`src/smd_pkg.sv`:
```
// Purpose: Shared constants and types for the SMM RAM decoder.
// Assumes: 32-bit host and PCI addresses, byte granular.
// Notes: Control field positions index the 7-bit SMM RAM control word.
package smd_pkg;

  // SMM RAM control register, low seven bits
  localparam int CTL_W = 7;
  localparam int CTL_OPEN_BIT = 6;
  localparam int CTL_CLOSE_BIT = 5;
  localparam int CTL_GLOBAL_EN_BIT = 3;
  localparam int CTL_BASE_MSB = 2;
  localparam int CTL_BASE_LSB = 0;
  localparam logic [2:0] COMPAT_BASE_AB = 3'h2;
  localparam logic [CTL_W-1:0] CTL_RESET = 7'h02;

  // Legacy segments below 1 Mbyte
  localparam logic [31:0] SEG_A_BASE = 32'h000A0000;
  localparam logic [31:0] SEG_B_END = 32'h000BFFFF;
  localparam logic [31:0] SEG_C_BASE = 32'h000C0000;
  localparam logic [31:0] SEG_F_END = 32'h000FFFFF;

  // Extended high-memory window and its DRAM alias
  localparam logic [31:0] EXT_HIGH_BASE = 32'h100A0000;
  localparam logic [31:0] EXT_HIGH_END = 32'h100FFFFF;
  localparam logic [31:0] EXT_TOP_SMM_SEGMENT_OFFSET = 32'h10000000;
  localparam logic [31:0] EXT_TO_DRAM_MASK = 32'h0FFFFFFF;

  // Top segment sizes, 128 Kbyte shifted left by the size field
  localparam logic [31:0] TOP_SMM_SEGMENT_UNIT = 32'h00020000;

  // Segment index inside the C..F attribute vectors
  localparam int SEG_F_IDX = 3;
  localparam int SEG_IDX_LSB = 16;

  typedef struct packed {
    logic [CTL_W-1:0] smm_ram_control_register;
    logic high_memory_smm_enable;
    logic top_segment_enable;
    logic [1:0] top_segment_size_field;
    logic [31:0] top_of_memory;
    logic [3:0] shadow_seg;   // C,D,E,F given to shadowing
    logic f_suspend_resume;   // F segment marked for suspend/resume
  } smd_cfg_t;

  typedef struct packed {
    logic valid;
    logic [31:0] addr;
    logic code_fetch;
    logic modified_write;
  } smd_req_t;

  typedef struct packed {
    logic compat_ab;      // A/B segment, any use
    logic compat_on;      // Compatible region enabled
    logic ext_hit;        // Enabled extended region hit
    logic legacy_shadow;  // C..F shadowed to DRAM
    logic below_tom;      // Ordinary main memory
    logic [31:0] dram_addr;
  } smd_hit_t;

  function automatic logic [31:0] top_smm_segment_bytes(input logic [1:0] sz);
    top_smm_segment_bytes = TOP_SMM_SEGMENT_UNIT << sz;
  endfunction : top_smm_segment_bytes

endpackage : smd_pkg

```
`src/smd_region_decode.sv`:
```
// Purpose: Combinational region decode of one address against SMM map.
// Assumes: Configuration is stable while requests are in flight.
// Notes: Used once for host requests and once for PCI requests.
`timescale 1ns/1ps
module smd_region_decode import smd_pkg::*; (
  input wire smd_cfg_t cfg,
  input wire logic [31:0] addr,
  output smd_hit_t hit
);

  wire logic [CTL_W-1:0] ctl = cfg.smm_ram_control_register;
  wire logic g_en = ctl[CTL_GLOBAL_EN_BIT];
  wire logic ext_en = g_en && cfg.high_memory_smm_enable;
  wire logic top_smm_segment_on = g_en && cfg.top_segment_enable;
  wire logic [31:0] tsz = top_smm_segment_bytes(cfg.top_segment_size_field);
  // Top block is cut from normal memory only while enabled
  wire logic [31:0] main_top = top_smm_segment_on ? cfg.top_of_memory - tsz
                                       : cfg.top_of_memory;
  wire logic [31:0] top_smm_segment_lo = EXT_TOP_SMM_SEGMENT_OFFSET + main_top;
  wire logic [31:0] top_smm_segment_hi = EXT_TOP_SMM_SEGMENT_OFFSET + cfg.top_of_memory;

  wire logic in_ab = addr >= SEG_A_BASE && addr <= SEG_B_END;
  wire logic in_cf = addr >= SEG_C_BASE && addr <= SEG_F_END;
  wire logic in_high = addr >= EXT_HIGH_BASE && addr <= EXT_HIGH_END;
  wire logic in_top_smm_segment = top_smm_segment_on && addr >= top_smm_segment_lo && addr < top_smm_segment_hi;
  wire logic [1:0] seg_idx = addr[SEG_IDX_LSB+1:SEG_IDX_LSB];
  wire logic high_ab = in_high && addr <= (SEG_B_END | EXT_TOP_SMM_SEGMENT_OFFSET);
  // C..E only when not shadowed, F only for suspend/resume
  wire logic high_cf_ok = (seg_idx == 2'(SEG_F_IDX)) ? cfg.f_suspend_resume
                                                     : !cfg.shadow_seg[seg_idx];
  wire logic high_ok = ext_en && in_high && (high_ab || high_cf_ok);

  assign hit.compat_ab = in_ab;
  assign hit.compat_on = g_en && ctl[CTL_BASE_MSB:CTL_BASE_LSB] == COMPAT_BASE_AB;
  assign hit.ext_hit = high_ok || in_top_smm_segment;
  assign hit.legacy_shadow = in_cf && cfg.shadow_seg[seg_idx];
  assign hit.below_tom = addr < main_top && !in_ab && !in_cf;
  // Strip the 256 Mbyte offset to reach the DRAM alias
  assign hit.dram_addr = addr & EXT_TO_DRAM_MASK;

endmodule : smd_region_decode

```
`src/smm_ram_decoder.sv`:
```
// Purpose: Routes host and PCI memory cycles around SMM storage.
// Assumes: One request per side per cycle, answered on the next edge.
// Notes: Error flag is sticky; its set beats a simultaneous clear.
// How it works
// - Base field 010 with global enable reserves A/B segments as SMM RAM.
// - Outside SMM, host A/B accesses go to PCI, never DRAM.
// - Inside SMM, A/B routing follows control bits: close blocks data use.
// - PCI cycles to SMM storage are not claimed, no device select.
// - Unauthorised extended access sets the error flag and goes to PCI.
// - Extended mode gives up to 1 Mbyte writeback-cacheable SMM storage.
// - Top segment is 128K, 256K, 512K or 1M by two-bit size field.
// - Enabled top segment is cut from the top of normal memory.
// - Host 100A0000h-100FFFFFh maps to DRAM 000A0000h-000FFFFFh.
// - Host 10000000h plus top segment window maps to DRAM below top.
// - A and B give 64K each when high and global enables are set.
// - C, D, E serve only when not shadowed and both enables set.
// - F serves only when marked suspend/resume and both enables set.
// - Top segment serves only with its own enable and global enable.
// - PCI master accesses to extended ranges are never claimed.
// - Modified-line host writes enter enabled extended SMM space regardless of SMM and open bit.
`timescale 1ns/1ps
module smm_ram_decoder import smd_pkg::*; (
  input wire logic clk_sys,
  input wire logic rst,
  input wire logic ce,
  input wire smd_cfg_t cfg,
  input wire logic smm_active_indication,
  input wire smd_req_t host_req,
  input wire smd_req_t pci_req,
  input wire logic error_clear,
  output logic host_done_r,
  output logic host_to_dram_r,
  output logic host_cacheable_r,
  output logic [31:0] host_dram_addr_r,
  output logic pci_done_r,
  output logic pci_claim_r,
  output logic [31:0] pci_dram_addr_r,
  output logic smm_error_r
);

  smd_hit_t hh;
  smd_hit_t ph;

  smd_region_decode u_host_dec (
    .cfg(cfg),
    .addr(host_req.addr),
    .hit(hh)
  );

  smd_region_decode u_pci_dec (
    .cfg(cfg),
    .addr(pci_req.addr),
    .hit(ph)
  );

  wire logic [CTL_W-1:0] ctl = cfg.smm_ram_control_register;
  wire logic open_bit = ctl[CTL_OPEN_BIT];
  wire logic close_bit = ctl[CTL_CLOSE_BIT];
  wire logic smm = smm_active_indication;

  // Compatible A/B region
  wire logic h_compat = hh.compat_on && hh.compat_ab;
  // Close bit keeps data away from SMM RAM, code fetches still reach it
  wire logic h_compat_dram = smm && !(close_bit && !host_req.code_fetch);
  // Extended regions: SMM, open bit or modified-line write unlock them
  wire logic h_ext_ok = smm || open_bit || host_req.modified_write;
  wire logic h_ext_bad = hh.ext_hit && !h_ext_ok;

  // Ordinary decode, main memory ending below an enabled top segment
  wire logic h_plain_dram = hh.below_tom || hh.legacy_shadow;

  logic h_dram_nxt;
  logic h_cache_nxt;
  always_comb begin
    h_dram_nxt = h_plain_dram;
    h_cache_nxt = h_plain_dram;
    if (h_compat) begin
      // Outside SMM A/B never reaches DRAM; inside it is noncacheable
      h_dram_nxt = h_compat_dram;
      h_cache_nxt = 1'b0;
    end else if (hh.compat_ab) begin
      h_dram_nxt = 1'b0;
      h_cache_nxt = 1'b0;
    end else if (hh.ext_hit) begin
      h_dram_nxt = h_ext_ok;
      h_cache_nxt = h_ext_ok;
    end
  end

  // Host address to DRAM: extended hits drop the 256 Mbyte offset
  wire logic [31:0] h_addr_nxt = hh.ext_hit ? hh.dram_addr
                                            : host_req.addr;

  // PCI masters may touch no SMM storage at all
  wire logic p_smm = (ph.compat_on && ph.compat_ab) || ph.ext_hit;
  wire logic p_claim_nxt = !p_smm && (ph.below_tom || ph.legacy_shadow);

  // Error flag: set wins when clear arrives in the same cycle
  wire logic err_set = host_req.valid && h_ext_bad;
  wire logic err_nxt = err_set || (smm_error_r && !error_clear);

  always_ff @(posedge clk_sys or posedge rst) begin
    if (rst) begin
      host_done_r <= 1'b0;
      host_to_dram_r <= 1'b0;
      host_cacheable_r <= 1'b0;
      host_dram_addr_r <= 32'h00000000;
    end else if (ce) begin
      host_done_r <= host_req.valid;
      if (host_req.valid) begin
        host_to_dram_r <= h_dram_nxt;
        host_cacheable_r <= h_cache_nxt;
        host_dram_addr_r <= h_addr_nxt;
      end
    end
  end

  always_ff @(posedge clk_sys or posedge rst) begin
    if (rst) begin
      pci_done_r <= 1'b0;
      pci_claim_r <= 1'b0;
      pci_dram_addr_r <= 32'h00000000;
    end else if (ce) begin
      pci_done_r <= pci_req.valid;
      pci_claim_r <= pci_req.valid && p_claim_nxt;
      if (pci_req.valid) begin
        pci_dram_addr_r <= pci_req.addr;
      end
    end
  end

  always_ff @(posedge clk_sys or posedge rst) begin
    if (rst) begin
      smm_error_r <= 1'b0;
    end else if (ce) begin
      smm_error_r <= err_nxt;
    end
  end

endmodule : smm_ram_decoder
```
`config.mk`:
```
export PLATFORM = sky130hd
export DESIGN_NAME = smm_ram_decoder
export DESIGN_NICKNAME = d
export VERILOG_FILES = /design/src/smd_pkg.sv /design/src/smd_region_decode.sv /design/src/smm_ram_decoder.sv
export SDC_FILE = /design/constraint.sdc
export NUM_CORES = 1
export LEC_CHECK = 0
export BUFFER_PORTS_ARGS = -buffer_cell sky130_fd_sc_hd__buf_2
export CAP_MARGIN = 20
export CORE_MARGIN = 3
export CORE_UTILIZATION = 52
export DETAILED_ROUTE_END_ITERATION = 8
export PLACE_DENSITY = 0.78
export SLEW_MARGIN = 0
export SYNTH_ARGS = -nofsm -noshare
export SYNTH_HDL_FRONTEND = slang
export SYNTH_HIERARCHICAL = 1
export SYNTH_SLANG_ARGS = --single-unit
```
`constraint.sdc`:
```
create_clock -name clk_sys -period 5.05 [get_ports clk_sys]
set_clock_uncertainty 0.15 [all_clocks]
set_input_delay 0.2525 -clock clk_sys [delete_from_list [all_inputs] [get_ports clk_sys]]
set_output_delay 0.2525 -clock clk_sys [all_outputs]
set_load 0.01 [all_outputs]
```
Word-level counts from Yosys, hierarchy flattened:

Index checks and enable logic that the tools add are counted.

* register bits after elaboration: 70
* bits of input ports: 123
* output and inout port bits: 70
* logic and storage cells: 106

* add/subtract/negate cells: 3
* magnitude comparators: 22
* equal/unequal tests: 3
* shifts and indexed selects: 1
* multiplexer cells: 12
* reduce and logical (&&, ||, !) cells: 57

Operator list (count)
* $ge 32x20->1 const B: 4
* $le 32x20->1 const B: 4
* $le 32x29->1 const B: 4
* $lt 32x32->1: 4
* $add 29x32->32 const A: 2
* $ge 32x29->1 const B: 2
* $ge 32x32->1: 2
* $mux 32: 2
* $logic_and 1x1->1: 34
* $shl 18x2->32 const A: 1
* $sub 32x32->32: 1
* $logic_not 1->1: 11
* $logic_or 1x1->1: 10
* $mux 1: 8
* $lt 2x3->1 const B: 2
* $bmux 1 s2: 2
* $eq 2x2->1 const B: 2
* $reduce_and 2->1: 2
* $eq 3x2->1 const B: 1

Depth between registers and ports, before layout:

* depth after elaboration: 12
* depth in mapped cells: 19
* depth with buffers taken out: 17

Modules after synthesis:

Netlist, hierarchy kept.

By module, submodules not included
* smd_region_decode: instances 2, cells each 349, area each 2537.4 sq um, sequential area each 0.0 sq um
* smm_ram_decoder: instances 1, cells each 236, area each 3093.0 sq um, sequential area each 1751.7 sq um

Worst setup path before layout:

No wires, ideal clock.

* path kind: input -> register
* from: input cfg[37] (netlist bit)
* to: register host_to_dram_r
* setup time: 0.124 ns
* arrival: 3.629 ns
* required time: 4.776 ns
* slack: 1.147 ns
* stages on the path: 18
* path buffers: 1
* cell sequence: or2_2 -> ha_1 -> a21oi_1 -> a21boi_0 -> xor2_1 -> nor2_1 -> a21oi_1 -> ha_1 -> a21oi_1 -> o21ai_0 -> a21o_1 -> or4_1 -> a211oi_1 -> o22ai_1 -> buf_4 -> nor3_1 -> nor4_2 -> a211o_1

RTL lines
* from (decl): line smm_ram_decoder.sv:26 `input wire smd_cfg_t cfg,`
* to (signal assigned): line smm_ram_decoder.sv:111 `host_to_dram_r <= h_dram_nxt;`
* to (decl): line smm_ram_decoder.sv:32 `output logic host_to_dram_r,`

==> out/qor.yml <==
run_status:
  outcome: "finished clean"
setup_path:
  cp-end-kind: "flip-flop"
  cp_data_required_time_ns: 5.13
  critPathKind: "in2reg"
  rr_worst_depth: 1
  cp.arrival_ns: 4.54
  critPathMaxFanout: 8
  start_kind: "input pin"
  reg2reg_setup_slack_ns: 4.11
global_route:
  overflow: 0
  track_usage: 0.253
  grt_pass1_wl_mm: 33.8
  antenna_found_initial: 2
  grt_pass1_vias: 6612
  grt_max_degree: 71
power:
  ir_drop_mv: 0.257
  total_power_mw: 2.19
  power.density_nw_per_um2: 240
  p_leak_nw: 4.63
die:
  die_area_um2: 16800
  io_pins: 193
  dieHeight_um: 129
  rows: 44
  initial_utilization: 0.539
  die_x_um: 129
  core_um2: 14700
detailed_routing:
  routedWlPerCell_um: 17.4
  wl_met3_mm: 1.56
  vias: 7105
  postRouteAntennaNets: 0
  first_pass_iters: 5
  first_iter_violations: 465
  met2_length_mm: 10.1
  highest_layer: "met5"
  via_per_inst: 5.71
  drt_wl_total_mm: 21.6
  drc: 0
  m1WireLength_mm: 9.54
synthesis:
  synth-warning-count: 6
  avgSynthCellArea_um2: 8.79
  synth_cells: 901
  netlist_area_um2: 7920
cts:
  cts_tree: "done"
  path_clk_slew_ns: 0.06
  cts-root-buf: "clkbuf_16"
  h-tree-depth: 3
  cts_resized: 0
  clk_path_buf_depth: 2
  post_cts_buffers: 0
  numCtsBuffers: 9
  cts_num_sinks: 70
  clk_latency_ns: 0.34
  hold_buffers: 0
placement:
  io_buffers: 189
  gp_congestion: 0.886
  dp_slack_ns: 0.302
  hpwl_mm: 17.0
sta:
  rsz0062_at_grt: "no"
  min_period_ns: 4.46
  period_share: 0.883
  tightest_slew_ns: 0.905
  max_freq_mhz: 224
  hold_viol: 0
  setup_tns_ns: 0
  worst_slack_ns: 0.591
  setup_viol: 0
  relSlewSlack: 0.397
  slew_viol_final: 0
finish:
  areaGrowthSynthToFinish_pct: 15.2
  finalNetCount: 1319
  fillers: 1308
  drive_gt1_frac: 0.252
job:
  max_cap_viol_count: 0
worst_hold_path:
  hp-class: "in2async"
[through the flow]
stage | cells | utilization | hold slack [ns] | area (µm²)
finish | 1244 | 0.621 | 0.0228 | 9130
CTS | 1242 | 0.619 | 0.0173 | 9090
global route | 1244 | 0.621 | 0.0163 | 9130
detailed placement | 1226 | 0.595 | 0.311 | 8740
floorplan | 904 | - | 0.234 | 7940
global placement | 1226 | 0.595 | 0.312 | 8740
[critical path: stages]
cell and delay (ns):
buf_2 0.14, or2_2 0.30, ha_1 0.34, o211ai_1 0.12
a21boi_1 0.52, nor2_1 0.12, xnor2_1 0.19, ha_1 0.26
nand2_1 0.10, o21ai_0 0.09, a21o_1 0.20, or4_1 0.53
a211oi_1 0.44, o22ai_4 0.23, nor3_1 0.34, nor4_2 0.08
a211o_1 0.28
[report_power, final]
part | internal [mW] | total [mW] | switching [mW] | leakage [nW]
logic | 0.328 | 0.743 | 0.415 | 3.61
clock network | 0.491 | 0.770 | 0.279 | 0.173
registers | 0.640 | 0.682 | 0.0419 | 0.846
total | 1.46 | 2.19 | 0.735 | 4.63
[layout by cell type, fill, tap and decap left out, drive strengths merged, types with 20 or more instances in the layout]
cell type	count
a21oi	64
buf	192
dfrtp	70
ha	142
inv	103
mux2	34
mux2i	34
nand2	80
nor2	48
o21ai	59
xnor2	20
[path summary, 6_finish.rpt]
kind,from,to
worst max-delay path,cfg[37],host_to_dram_r
worst min register to register,host_cacheable_r,host_cacheable_r
max in group asynchronous,rst,host_dram_addr_r[27]
worst max register to register,pci_dram_addr_r[29],pci_dram_addr_r[29]
min in group clk_sys,pci_req[2],pci_dram_addr_r[0]
worst min-delay path,rst,pci_dram_addr_r[3]
[layer usage]
layer	up-vias	GRT usage
li1	3520	-
met1	3302	0.348
met2	254	0.419
met3	27	0.0445
met4	2	0.0575
met5	-	0
[layout make-up]
| type | instances | area [µm²] | area share |
|---|---|---|---|
| clock inverter | 7 | 128 | 0.0140 |
| sequential | 70 | 1750 | 0.192 |
| clock buffer | 9 | 225 | 0.0247 |
| antenna | 1 | 2.50 | 0.000274 |
| tap | 184 | 230 | 0.0252 |
| inverter | 100 | 375 | 0.0411 |
| timing repair buffer | 192 | 988 | 0.108 |
| multi-input combinational | 681 | 5420 | 0.594 |
[state kept, by name, indices dropped and copies added, names as in the netlist]
register	cells
host_dram_addr_r	32
pci_done_r	1
pci_dram_addr_r	32
host_done_r	1
host_cacheable_r	1
host_to_dram_r	1
smm_error_r	1
pci_claim_r	1
Power figures use the tool's default switching activity.
